--- src/core/arc_pkg.sv ---
// Package: register map, field layout and carriers of the address resolver
package arc_pkg;

    // Register byte offsets
    localparam logic [11:0] OFS_START_TASK      = 12'h000;
    localparam logic [11:0] OFS_STOP_TASK       = 12'h008;
    localparam logic [11:0] OFS_DONE_EVENT      = 12'h100;
    localparam logic [11:0] OFS_MATCH_EVENT     = 12'h104;
    localparam logic [11:0] OFS_NO_MATCH_EVENT  = 12'h108;
    localparam logic [11:0] OFS_INT_ENABLE_SET  = 12'h304;
    localparam logic [11:0] OFS_INT_ENABLE_CLR  = 12'h308;
    localparam logic [11:0] OFS_STATUS          = 12'h400;
    localparam logic [11:0] OFS_EVENT_SUMMARY   = 12'h410;
    localparam logic [11:0] OFS_EVENT_CLEAR     = 12'h414;
    localparam logic [11:0] OFS_ENABLE          = 12'h500;
    localparam logic [11:0] OFS_KEY_COUNT       = 12'h504;
    localparam logic [11:0] OFS_KEY_TABLE_PTR   = 12'h508;
    localparam logic [11:0] OFS_ADDRESS_PTR     = 12'h510;
    localparam logic [11:0] OFS_SCRATCH_PTR     = 12'h514;

    // Event bit positions, shared by event-clear, summary and enable registers
    localparam int EV_DONE     = 0;
    localparam int EV_MATCH    = 1;
    localparam int EV_NO_MATCH = 2;
    localparam int EV_COUNT    = 3;

    // Field values and reset values
    localparam logic [1:0]  ENABLE_ON        = 2'h3;
    localparam logic [1:0]  ENABLE_RESET     = 2'h0;
    localparam logic [4:0]  KEY_COUNT_RESET  = 5'h01;
    localparam logic [4:0]  KEY_COUNT_MAX    = 5'h10;
    localparam logic [3:0]  STATUS_RESET     = 4'h0;
    localparam logic [31:0] PTR_RESET        = 32'h0000_0000;
    localparam logic [31:0] KEY_STRIDE_BYTES = 32'h0000_0010;

    // Processor-side register port
    typedef struct packed {
        logic [11:0] addr;
        logic [31:0] wdata;
        logic        wr;
        logic        rd;
    } arc_bus_t;

    // Per-key request to the hash engine
    typedef struct packed {
        logic        valid;
        logic [3:0]  key_index;
        logic [31:0] key_addr;
        logic [31:0] addr_ptr;
        logic [31:0] scratch_ptr;
    } arc_req_t;

    // Hash engine answer for one key
    typedef struct packed {
        logic done;
        logic match;
    } arc_rsp_t;

    // Sequencer states, Gray along idle-issue-wait-finish
    typedef enum logic [1:0] {
        ARC_IDLE   = 2'b00,
        ARC_ISSUE  = 2'b01,
        ARC_WAIT   = 2'b11,
        ARC_FINISH = 2'b10
    } arc_state_t;

endpackage : arc_pkg

--- src/core/arc_address_resolver.sv ---
// Address resolver control: registers, key sequencer, events, interrupt
//
// Summary of operation
// - Writing 1 to start task launches a resolution pass over the key table.
// - Writing 1 to stop task aborts any pass in progress.
// - Done event is set when a pass finishes, whatever the outcome.
// - No-match event is set when no key resolves the address and the pass was not stopped.
// - Writing 1 to interrupt-enable-set bit 0 enables the done interrupt.
// - Writing 1 to the match bit of enable-set enables the match interrupt.
// - Writing 1 to an interrupt-enable-clear bit disables that interrupt.
// - Reading enable-set or enable-clear returns the current enable bits.
// - Match event on success, no-match when every key fails, neither on stop; keys tried from zero upward.
// - Stop at first matching key or after key count keys (clamped to 16), then done.
// - Event stays set until software writes 0 to it or 1 to its event-clear bit; may re-fire while set.
// - Interrupt is high while any event is set with its enable on.
`timescale 1ns/1ps

module arc_address_resolver
    import arc_pkg::*;
(
    // Clock and reset
    input  wire logic        clock,
    input  wire logic        reset_n,
    // Register port
    input  wire arc_bus_t    bus,
    output logic [31:0]      rdata,
    // Hash engine
    output arc_req_t         engine_req,
    output logic             engine_abort,
    input  wire arc_rsp_t    engine_rsp,
    // Interrupt
    output logic             irq
);

    arc_state_t          state_q;
    logic [3:0]          key_idx_q;
    logic [3:0]          status_q;
    logic [1:0]          enable_q;
    logic [4:0]          key_count_q;
    logic [31:0]         key_table_ptr_q;
    logic [31:0]         address_ptr_q;
    logic [31:0]         scratch_ptr_q;
    logic [EV_COUNT-1:0] event_q;
    logic [EV_COUNT-1:0] inten_q;
    logic [EV_COUNT-1:0] event_set;
    logic [EV_COUNT-1:0] event_clr;
    logic [31:0]         rdata_q;
    arc_req_t            req_q;
    logic                abort_q;
    logic                start_hit;
    logic                stop_hit;
    logic                launch;
    logic                last_key;
    logic [4:0]          key_count_eff;

    // Task strobes from register writes
    assign start_hit = bus.wr && bus.addr == OFS_START_TASK && bus.wdata[0];
    assign stop_hit  = bus.wr && bus.addr == OFS_STOP_TASK && bus.wdata[0];

    // Launch only from idle with the resolver switched on
    assign launch = start_hit && state_q == ARC_IDLE && enable_q == ENABLE_ON;

    // Counts above the table size are clamped; the table holds 16 keys
    assign key_count_eff = (key_count_q > KEY_COUNT_MAX) ? KEY_COUNT_MAX
                                                         : key_count_q;
    assign last_key = ({1'b0, key_idx_q} + 5'h01) >= key_count_eff;

    // Key sequencer
    always_ff @(posedge clock or negedge reset_n) begin
        if (!reset_n) begin
            state_q   <= ARC_IDLE;
            key_idx_q <= 4'h0;
        end else begin
            case (state_q)
                ARC_IDLE: begin
                    if (launch) begin
                        key_idx_q <= 4'h0;
                        state_q   <= (key_count_eff == 5'h00) ? ARC_FINISH
                                                              : ARC_ISSUE;
                    end
                end
                ARC_ISSUE: begin
                    state_q <= stop_hit ? ARC_FINISH : ARC_WAIT;
                end
                ARC_WAIT: begin
                    if (stop_hit) begin
                        state_q <= ARC_FINISH;
                    end else if (engine_rsp.done) begin
                        if (engine_rsp.match || last_key) begin
                            state_q <= ARC_FINISH;
                        end else begin
                            key_idx_q <= key_idx_q + 4'h1;
                            state_q   <= ARC_ISSUE;
                        end
                    end
                end
                ARC_FINISH: begin
                    state_q <= ARC_IDLE;
                end
                default: begin
                    state_q <= ARC_IDLE;
                end
            endcase
        end
    end

    // Event sources; an abort still ends the pass, so it reports done
    always_comb begin
        event_set = '0;
        event_set[EV_DONE] = state_q == ARC_FINISH;
        event_set[EV_MATCH] = state_q == ARC_WAIT && !stop_hit
                              && engine_rsp.done && engine_rsp.match;
        event_set[EV_NO_MATCH] = (state_q == ARC_WAIT && !stop_hit
                                  && engine_rsp.done && !engine_rsp.match
                                  && last_key)
                                 || (launch && key_count_eff == 5'h00);
    end

    // Event clears: write 0 to an event register, or 1 to the clear register
    always_comb begin
        event_clr = '0;
        if (bus.wr) begin
            event_clr[EV_DONE] = (bus.addr == OFS_DONE_EVENT && !bus.wdata[0])
                || (bus.addr == OFS_EVENT_CLEAR && bus.wdata[EV_DONE]);
            event_clr[EV_MATCH] = (bus.addr == OFS_MATCH_EVENT
                && !bus.wdata[0])
                || (bus.addr == OFS_EVENT_CLEAR && bus.wdata[EV_MATCH]);
            event_clr[EV_NO_MATCH] = (bus.addr == OFS_NO_MATCH_EVENT
                && !bus.wdata[0])
                || (bus.addr == OFS_EVENT_CLEAR && bus.wdata[EV_NO_MATCH]);
        end
    end

    // Sticky events; a set in the clearing cycle wins so nothing is lost
    always_ff @(posedge clock or negedge reset_n) begin
        if (!reset_n) begin
            event_q <= '0;
        end else begin
            event_q <= event_set | (event_q & ~event_clr);
        end
    end

    // Interrupt enables: set and clear registers share one state
    always_ff @(posedge clock or negedge reset_n) begin
        if (!reset_n) begin
            inten_q <= '0;
        end else if (bus.wr && bus.addr == OFS_INT_ENABLE_SET) begin
            inten_q <= inten_q | bus.wdata[EV_COUNT-1:0];
        end else if (bus.wr && bus.addr == OFS_INT_ENABLE_CLR) begin
            inten_q <= inten_q & ~bus.wdata[EV_COUNT-1:0];
        end
    end

    // Level interrupt
    assign irq = |(event_q & inten_q);

    // Configuration registers
    always_ff @(posedge clock or negedge reset_n) begin
        if (!reset_n) begin
            enable_q        <= ENABLE_RESET;
            key_count_q     <= KEY_COUNT_RESET;
            key_table_ptr_q <= PTR_RESET;
            address_ptr_q   <= PTR_RESET;
            scratch_ptr_q   <= PTR_RESET;
        end else if (bus.wr) begin
            case (bus.addr)
                OFS_ENABLE:        enable_q        <= bus.wdata[1:0];
                OFS_KEY_COUNT:     key_count_q     <= bus.wdata[4:0];
                OFS_KEY_TABLE_PTR: key_table_ptr_q <= bus.wdata;
                OFS_ADDRESS_PTR:   address_ptr_q   <= bus.wdata;
                OFS_SCRATCH_PTR:   scratch_ptr_q   <= bus.wdata;
                default: begin
                end
            endcase
        end
    end

    // Index of the key that matched last
    always_ff @(posedge clock or negedge reset_n) begin
        if (!reset_n) begin
            status_q <= STATUS_RESET;
        end else if (event_set[EV_MATCH]) begin
            status_q <= key_idx_q;
        end
    end

    // Engine request, one cycle per key; pointers copied from their registers every cycle
    always_ff @(posedge clock or negedge reset_n) begin
        if (!reset_n) begin
            req_q   <= '0;
            abort_q <= 1'b0;
        end else begin
            req_q.valid       <= state_q == ARC_ISSUE && !stop_hit;
            req_q.key_index   <= key_idx_q;
            req_q.key_addr    <= key_table_ptr_q
                                 + {24'h00_0000, key_idx_q, 4'h0};
            req_q.addr_ptr    <= address_ptr_q;
            req_q.scratch_ptr <= scratch_ptr_q;
            abort_q <= stop_hit && state_q != ARC_IDLE;
        end
    end

    assign engine_req   = req_q;
    assign engine_abort = abort_q;

    // Read data, valid only in the cycle after the read strobe
    always_ff @(posedge clock or negedge reset_n) begin
        if (!reset_n) begin
            rdata_q <= 32'h0000_0000;
        end else begin
            rdata_q <= 32'h0000_0000;
            if (bus.rd) begin
                case (bus.addr)
                    OFS_DONE_EVENT:     rdata_q[0] <= event_q[EV_DONE];
                    OFS_MATCH_EVENT:    rdata_q[0] <= event_q[EV_MATCH];
                    OFS_NO_MATCH_EVENT: rdata_q[0] <= event_q[EV_NO_MATCH];
                    OFS_INT_ENABLE_SET,
                    OFS_INT_ENABLE_CLR: rdata_q[EV_COUNT-1:0] <= inten_q;
                    OFS_STATUS:         rdata_q[3:0] <= status_q;
                    OFS_EVENT_SUMMARY:  rdata_q[EV_COUNT-1:0] <= event_q;
                    OFS_ENABLE:         rdata_q[1:0] <= enable_q;
                    OFS_KEY_COUNT:      rdata_q[4:0] <= key_count_q;
                    OFS_KEY_TABLE_PTR:  rdata_q <= key_table_ptr_q;
                    OFS_ADDRESS_PTR:    rdata_q <= address_ptr_q;
                    OFS_SCRATCH_PTR:    rdata_q <= scratch_ptr_q;
                    default: begin
                    end
                endcase
            end
        end
    end

    assign rdata = rdata_q;

    // Checks; each property names its own clock and reset

    AST_START_LAUNCH: assert property (
        @(posedge clock) disable iff (!reset_n)
        launch && key_count_eff != 5'h00
        |=> ##1 engine_req.valid && engine_req.key_index == 4'h0)
        else $error("start did not issue key zero");

    AST_STOP_ABORT: assert property (
        @(posedge clock) disable iff (!reset_n)
        stop_hit && (state_q == ARC_ISSUE || state_q == ARC_WAIT)
        |=> engine_abort && state_q == ARC_FINISH ##1 state_q == ARC_IDLE)
        else $error("stop did not abort the pass");

    AST_DONE_SET: assert property (
        @(posedge clock) disable iff (!reset_n)
        state_q == ARC_FINISH |=> event_q[EV_DONE])
        else $error("done event missing after finish");

    AST_NO_MATCH: assert property (
        @(posedge clock) disable iff (!reset_n)
        state_q == ARC_WAIT && !stop_hit && engine_rsp.done
        && !engine_rsp.match && last_key
        |=> event_q[EV_NO_MATCH] && state_q == ARC_FINISH
        ##1 event_q[EV_DONE])
        else $error("no-match not reported after last key");

    AST_MATCH: assert property (
        @(posedge clock) disable iff (!reset_n)
        state_q == ARC_WAIT && !stop_hit && engine_rsp.done && engine_rsp.match
        |=> event_q[EV_MATCH] && status_q == $past(key_idx_q)
        && state_q == ARC_FINISH)
        else $error("match not reported with its key index");

    AST_NEXT_KEY: assert property (
        @(posedge clock) disable iff (!reset_n)
        state_q == ARC_WAIT && !stop_hit && engine_rsp.done
        && !engine_rsp.match && !last_key
        |=> state_q == ARC_ISSUE && key_idx_q == $past(key_idx_q) + 4'h1)
        else $error("sequencer did not advance to next key");

    AST_INT_SET: assert property (
        @(posedge clock) disable iff (!reset_n)
        bus.wr && bus.addr == OFS_INT_ENABLE_SET && bus.wdata[EV_DONE]
        |=> inten_q[EV_DONE])
        else $error("enable-set did not enable done");

    AST_INT_CLR: assert property (
        @(posedge clock) disable iff (!reset_n)
        bus.wr && bus.addr == OFS_INT_ENABLE_CLR && bus.wdata[EV_MATCH]
        |=> !inten_q[EV_MATCH])
        else $error("enable-clear did not disable match");

    AST_WRITE_ZERO: assert property (
        @(posedge clock) disable iff (!reset_n)
        bus.wr && (bus.addr == OFS_INT_ENABLE_SET
        || bus.addr == OFS_INT_ENABLE_CLR) && !bus.wdata[EV_NO_MATCH]
        |=> $stable(inten_q[EV_NO_MATCH]))
        else $error("writing zero changed an enable bit");

    AST_EN_READ: assert property (
        @(posedge clock) disable iff (!reset_n)
        bus.rd && (bus.addr == OFS_INT_ENABLE_SET
        || bus.addr == OFS_INT_ENABLE_CLR)
        |=> rdata == {29'h0, $past(inten_q)})
        else $error("enable readback wrong");

    AST_EVENT_HOLD: assert property (
        @(posedge clock) disable iff (!reset_n)
        event_q[EV_DONE] && !event_clr[EV_DONE] |=> event_q[EV_DONE])
        else $error("done event dropped without a clear");

    AST_IRQ: assert property (
        @(posedge clock) disable iff (!reset_n)
        (event_q[EV_MATCH] && inten_q[EV_MATCH])
        || (event_q[EV_NO_MATCH] && inten_q[EV_NO_MATCH]) |-> irq)
        else $error("interrupt low with enabled event set");

    // Corner cases: empty table, refused start, idle engine, masking

    AST_EMPTY_TABLE: assert property (
        @(posedge clock) disable iff (!reset_n)
        launch && key_count_eff == 5'h00
        |=> event_q[EV_NO_MATCH] && state_q == ARC_FINISH
        ##1 event_q[EV_DONE] && state_q == ARC_IDLE)
        else $error("empty table did not end with no-match");

    AST_START_REFUSED: assert property (
        @(posedge clock) disable iff (!reset_n)
        start_hit && state_q == ARC_IDLE && enable_q != ENABLE_ON
        |=> state_q == ARC_IDLE)
        else $error("start accepted while the resolver was off");

    AST_IDLE_QUIET: assert property (
        @(posedge clock) disable iff (!reset_n)
        state_q == ARC_IDLE |=> !engine_req.valid)
        else $error("key request issued without a start");

    AST_ONE_REQUEST: assert property (
        @(posedge clock) disable iff (!reset_n)
        engine_req.valid |=> !engine_req.valid)
        else $error("key request held for more than one cycle");

    AST_ABORT_CAUSE: assert property (
        @(posedge clock) disable iff (!reset_n)
        engine_abort |-> $past(stop_hit))
        else $error("abort raised without a stop task");

    AST_MASK_ALL: assert property (
        @(posedge clock) disable iff (!reset_n)
        bus.wr && bus.addr == OFS_INT_ENABLE_CLR
        && bus.wdata[EV_COUNT-1:0] == 3'h7
        |=> !irq)
        else $error("interrupt high after every enable was cleared");

endmodule : arc_address_resolver

--- config.mk ---
export PLATFORM = sky130hd
export DESIGN_NAME = arc_address_resolver
export DESIGN_NICKNAME = d
export VERILOG_FILES = /design/src/core/arc_pkg.sv /design/src/core/arc_address_resolver.sv
export SDC_FILE = /design/constraint.sdc
export NUM_CORES = 1
export LEC_CHECK = 0
export BUFFER_PORTS_ARGS = -buffer_cell sky130_fd_sc_hd__clkbuf_2
export CORE_MARGIN = 2
export CORE_UTILIZATION = 59
export CTS_CLUSTER_SIZE = 25
export DETAILED_ROUTE_END_ITERATION = 6
export GPL_TIMING_DRIVEN = 0
export MAX_ROUTING_LAYER = met4
export PLACE_DENSITY_LB_ADDON = 0.3
export SETUP_SLACK_MARGIN = 0.05
export SYNTH_ARGS = -nofsm -noshare
export SYNTH_HDL_FRONTEND = slang
export SYNTH_SLANG_ARGS = --single-unit
--- constraint.sdc ---
create_clock -name clock -period 6.5 [get_ports clock]
set_input_delay 0.325 -clock clock [delete_from_list [all_inputs] [get_ports clock]]
set_output_delay 0.325 -clock clock [all_outputs]
set_load 0.02 [all_outputs]
Word level (Yosys, flattened, before mapping). Index checks and enable logic that the tools add are counted. W data, S select, Z words.

Eq/ne operators: 23. Reductions and logical operators: 46. Order comparisons: 2. Muxes and demuxes: 23. Add/subtract/negate cells: 3. Bitwise gates (word level): 7.

Operator list (count): $eq A12 B11 Y1 const B (8); $pmux W27 S3 (1); $eq A12 B9 Y1 const B (3); $add A32 B8 Y32 (1); $mux W32 (1); $eq A12 B10 Y1 const B (2); $logic_and A1 B1 Y1 (22); $mux W4 (4); $eq A12 B4 Y1 const B (1); $logic_not A12 Y1 (1); $reduce_and A2 Y1 (6); $mux W2 (5); $pmux W1 S10 (1); $and A3 B3 Y3 (3); $mux W3 (3); $ne A2 B2 Y1 const B (4); $pmux W1 S8 (1); $pmux W2 S4 (1); $pmux W4 S2 (1); $pmux W1 S7 (1); $eq A2 B2 Y1 const B (3); $not A3 Y3 (2); $or A3 B3 Y3 (2); $reduce_bool A2 Y1 (3); 17 further kinds (24).

Bits in registers: 253. Word-level logic and storage cells: 121.

Logic depth before layout (Yosys ltp).
Word-level depth: 10. Depth in mapped cells: 9. Gate-level depth less buffers: 9.

Least setup slack after synthesis. No wires, ideal clock.

Path type: register to register. Start: reg key_idx_q[0]. End: reg key_idx_q[0]. Cell stages (with the launch flop): 9. Arrival: 2225 ps. Required time: 6375 ps. Buffers on the path: 0. Setup slack: 4150 ps. Library setup time: 125 ps. Cells stage by stage: dfrtp_1 -> ha_1 -> and3_1 -> ha_1 -> or3_1 -> a311oi_1 -> o211ai_1 -> a32o_1 -> mux2_2.

Cells in the longest elaborated chain, start to end: 5. Elaborated cells on any way between the ends: 10. Classes of those cells: add/sub (2); order compare (1); eq/ne (1); mux (4); reduce/logical (2).

Ends and longest elaborated chain: start, declared (RTL line arc_address_resolver.sv:36) `logic [3:0] key_idx_q;`; start signal, assigned (RTL line arc_address_resolver.sv:92) `key_idx_q <= key_idx_q + 4'h1;`; $add A4 B1 Y5 or $add A4 B1 Y4 (tied branches) (RTL line arc_address_resolver.sv:66, arc_address_resolver.sv:92); $ge A5 B5 Y1 or $mux W4 (tied branches) (RTL line arc_address_resolver.sv:66, arc_address_resolver.sv:89); $logic_or A1 B1 Y1 or $mux W4 (tied branches) (RTL line arc_address_resolver.sv:89, arc_address_resolver.sv:88); $ne A2 B2 Y1 (no source line) or $mux W4 (tied branches); $reduce_and A5 Y1 (no source line) or $pmux W4 S2 (tied branches).

Several ways; a longest one is shown, not always the timed one. The select of a mux whose other input is x is not followed. A chain may end at the register's enable or synchronous reset.

Worst setup path after layout. Same ends and word-level chain as after synthesis.

==> impl_metrics.env <==
export IMPL_status="finished clean"
export IMPL_clock_skew_ns=0.008751
export IMPL_maxCapViolations=0
export IMPL_syn_num_nets=747
export IMPL_power_density_nw_per_um2=267.8
export IMPL_syn_area_per_cell_um2=14.46
export IMPL_arrival_ns=3.02
export IMPL_wl_per_cell_um=20.41
export IMPL_cp_start_kind="flop"
export IMPL_cts_htree_levels=1
export IMPL_final_area_um2=12080
export IMPL_place_inst=1090
export IMPL_crit_slowest_cell="dfrtp_1"
export IMPL_fmax_mhz=379.7
export IMPL_drc=0
export IMPL_worstMarginPinSlew_ns=0.7160
export IMPL_crit_cells=8
export IMPL_endpoint_kind="flop"
export IMPL_hold_buffers=1
export IMPL_yosys_area_top_type_share_pct=63.58
export IMPL_wl_met2_um=11890
export IMPL_postCtsSetupBuffers=0
export IMPL_final_nets=959
export IMPL_wl_met3_um=1369
export IMPL_drive_gt1_share_pct=34.50
export IMPL_ir_drop_mv=0.2239
export IMPL_drt_total_wl_um=23120
export IMPL_yosysUniqueCellTypes=62
export IMPL_ys_warn_count=0
export IMPL_critPathMaxFanout=7
export IMPL_core_um2=16520
export IMPL_synth_cells=686
export IMPL_num_fill_cells=1053
export IMPL_first_global_vias=6669
export IMPL_antenna_found_initial=0
export IMPL_numPortBuffers=182
export IMPL_synth_top_area_cell="dfrtp_1"
export IMPL_fp_dieH_um=133.7
export IMPL_syn2layout_area_growth_pct=21.79
export IMPL_ys_ff_latch=253
export IMPL_timing_critical_path_mode_cell="ha_1"
export IMPL_hold_class="in -> reg"
export IMPL_overflow=0
export IMPL_cp_num_buf_inv=0
export IMPL_worstRegToRegCells=8
export IMPL_hpwlAfterDp_um=15810
export IMPL_synth_edf_count=0
export IMPL_insertion_delay_ns=0.50
export IMPL_synth_area_leaders="dfrtp_1 (64%), mux2_1 (6.8%), mux2_4 (4.5%)"
export IMPL_cts_resized_gates=0
export IMPL_gp_congestion=0.9307
export IMPL_grt_max_degree=108
export IMPL_grt_pass1_wl_um=36920
export IMPL_synth_seq_area_share_pct=63.85
export IMPL_numCtsBuffers=25
export IMPL_grtUsageTotal_pct=27.36
export IMPL_cts_sinks=253
export IMPL_synthFlopType="dfrtp_1"
export IMPL_io_pins=185
export IMPL_ant_nets=0
export IMPL_synthArstFlopShare_pct=100.0
export IMPL_dieWidth_um=133.7
export IMPL_crit_required_ns=6.88
export IMPL_met1_length_um=9453
export IMPL_hold_depth=2
export IMPL_rsz0062_at_grt="false"
export IMPL_maxSlewHeadroom_pct=51.76
export IMPL_clockRootBuffer="clkbuf_16"
export IMPL_fp_row_count=47
export IMPL_cts_path_max_buffers=3
export IMPL_multi_input_area_um2=3314
export IMPL_seqCellArea_um2=6332
export IMPL_initial_core_util_pct=60.02
export IMPL_first_pass_iters=5
export IMPL_via_per_inst=5.790
export IMPL_crit_chain="ha_1 > and3_1 > ha_1 > or3_1 > a311oi_1 > o211ai_1 > a32o_1 > mux2_2"
export IMPL_setup_viol=0
export IMPL_fin_crit_ns=2.633
export IMPL_place_area_um2=11170
export IMPL_vias=6560
export IMPL_cts_tree="yes"
export IMPL_finalMaxSlewViolations=0
export IMPL_critPathTopFamily="compound AO/OA/AOI/OAI gates"
export IMPL_die_area_um2=17860
export IMPL_post_route_period_util_pct=40.51
export IMPL_layoutNonFillerInstCount=1133
export IMPL_p_leak_nw=6.370
export IMPL_highest_layer="met4"
export IMPL_slowest_delay_ns=0.48
export IMPL_syn_area_um2=9918
export IMPL_drt_iter0_drc=476
export IMPL_n_antenna_cell=0
export IMPL_hold_viol_final=0
export IMPL_tns_ns=0
export IMPL_critPathKind="reg -> reg"
export IMPL_clkTransAtPathRegs_ns=0.06
-- per-layer routing --
| metal | vias to the layer above | global-route usage [%] |
|---|---|---|
| li1 | 2914 | - |
| met1 | 3341 | 36.67 |
| met2 | 274 | 45.70 |
| met3 | 31 | 3.196 |
| met4 | 0 | 6.147 |
| met5 | - | - |
-- sequential cells by signal, indices dropped and copies added (netlist names), named ones only --
register,count
enable_q,2
state_q,2
status_q,4
key_table_ptr_q,32
key_idx_q,4
key_count_q,5
scratch_ptr_q,32
event_q,3
address_ptr_q,32
engine_abort,1
rdata,32
engine_req,101
-- worst register-to-register path: stages, from the launching register on --
cell and delay (ns):
dfrtp_1 0.48, ha_1 0.27, and3_1 0.19, ha_1 0.21
or3_1 0.35, a311oi_1 0.32, o211ai_1 0.15, a32o_1 0.28
mux2_2 0.27
-- final timing paths --
kind                            slack [ns]                     startpoint                       endpoint
worst min-delay path                  0.07                        bus[32]  scratch_ptr_q[30]$_DFFE_PN0P_
min in group asynchronous             0.37                        reset_n       engine_req[44]$_DFF_PN0_
worst min register to register        0.40  scratch_ptr_q[19]$_DFFE_PN0P_       engine_req[19]$_DFF_PN0_
max in group asynchronous             5.24                        reset_n       engine_req[28]$_DFF_PN0_
worst max register to register        3.87       key_idx_q[0]$_DFFE_PN0P_       key_idx_q[0]$_DFFE_PN0P_
worst max-delay path                  3.87       key_idx_q[0]$_DFFE_PN0P_       key_idx_q[0]$_DFFE_PN0P_
-- cell usage in the layout, fill, tap and decap left out, drive strengths merged, types with 3 or more instances in the layout --
cell type,n
dfrtp,252
clkbuf,224
mux2,109
nor2,50
a222oi,29
nand2,28
buf,25
xnor2,18
nand3,18
inv,13
nand4,12
ha,10
and3,9
xor2,9
a21oi,7
o21ai,7
a22oi,7
a22o,6
bufinv,6
nand2b,5
nor3,5
and4,5
a221oi,5
o211ai,4
a31oi,4
nor3b,4
nor4b,4
a21o,3
clkinvlp,3
nor4,3
-- where the power goes --
part | switching [W] | leakage [nW] | total [W] | internal, W
clock | 0.000577 | 0.432 | 0.00156 | 0.000984
combinational | 0.0000631 | 2.41 | 0.0000891 | 0.0000260
sequential | 0.00000396 | 3.53 | 0.00158 | 0.00158
total | 0.000644 | 6.37 | 0.00323 | 0.00259
-- cells in the mapped netlist, types with 6 or more instances --
cell / instances
a21oi_1: 7
a222oi_1: 29
a22o_1: 6
a22oi_1: 7
and3_1: 9
buf_2: 11
buf_6: 9
clkbuf_1: 9
dfrtp_1: 252
ha_1: 10
inv_1: 13
mux2_1: 60
mux2_2: 19
mux2_4: 30
nand2_1: 24
nand3_1: 17
nand4_1: 12
nor2_1: 50
o21ai_0: 7
xnor2_1: 18
xor2_1: 9
-- area by class of cell --
type,instances,share of cell area (%)
clock inverters,11,1.761
well taps,220,2.279
inverters,13,0.4040
repair buffers,185,8.152
clock buffers,31,5.697
plain buffers,34,1.844
flip-flops and latches,253,52.42
multi-input cells,386,27.44
-- kinds of logic after synthesis --
group	share of synthesized area, %
and+or+nand+nor	8.957
muxes	13.71
adders and majority gates	1.463
AOI/OAI and AO/OA	6.901
DFF	63.85
xor gates and xnor gates	2.384
buffers and inverters	2.737
-- stage by stage --
step / hold WS [ns] / util [%] / worst slack, ns / total power, W
2_1_floorplan: 0.02941 / - / 4.150 / 0.001633
3_3_place_gp: 0.3801 / 67.20 / 0.2550 / 0.001697
3_5_place_dp: 0.3627 / 67.59 / 3.927 / 0.001703
4_1_cts: 0.05478 / 73.10 / 3.891 / 0.003261
5_1_grt: 0.07034 / 73.10 / 3.678 / 0.003337
6_report: 0.07091 / 73.10 / 3.867 / 0.003234
No activity file was read; power rests on OpenSTA's default activity.
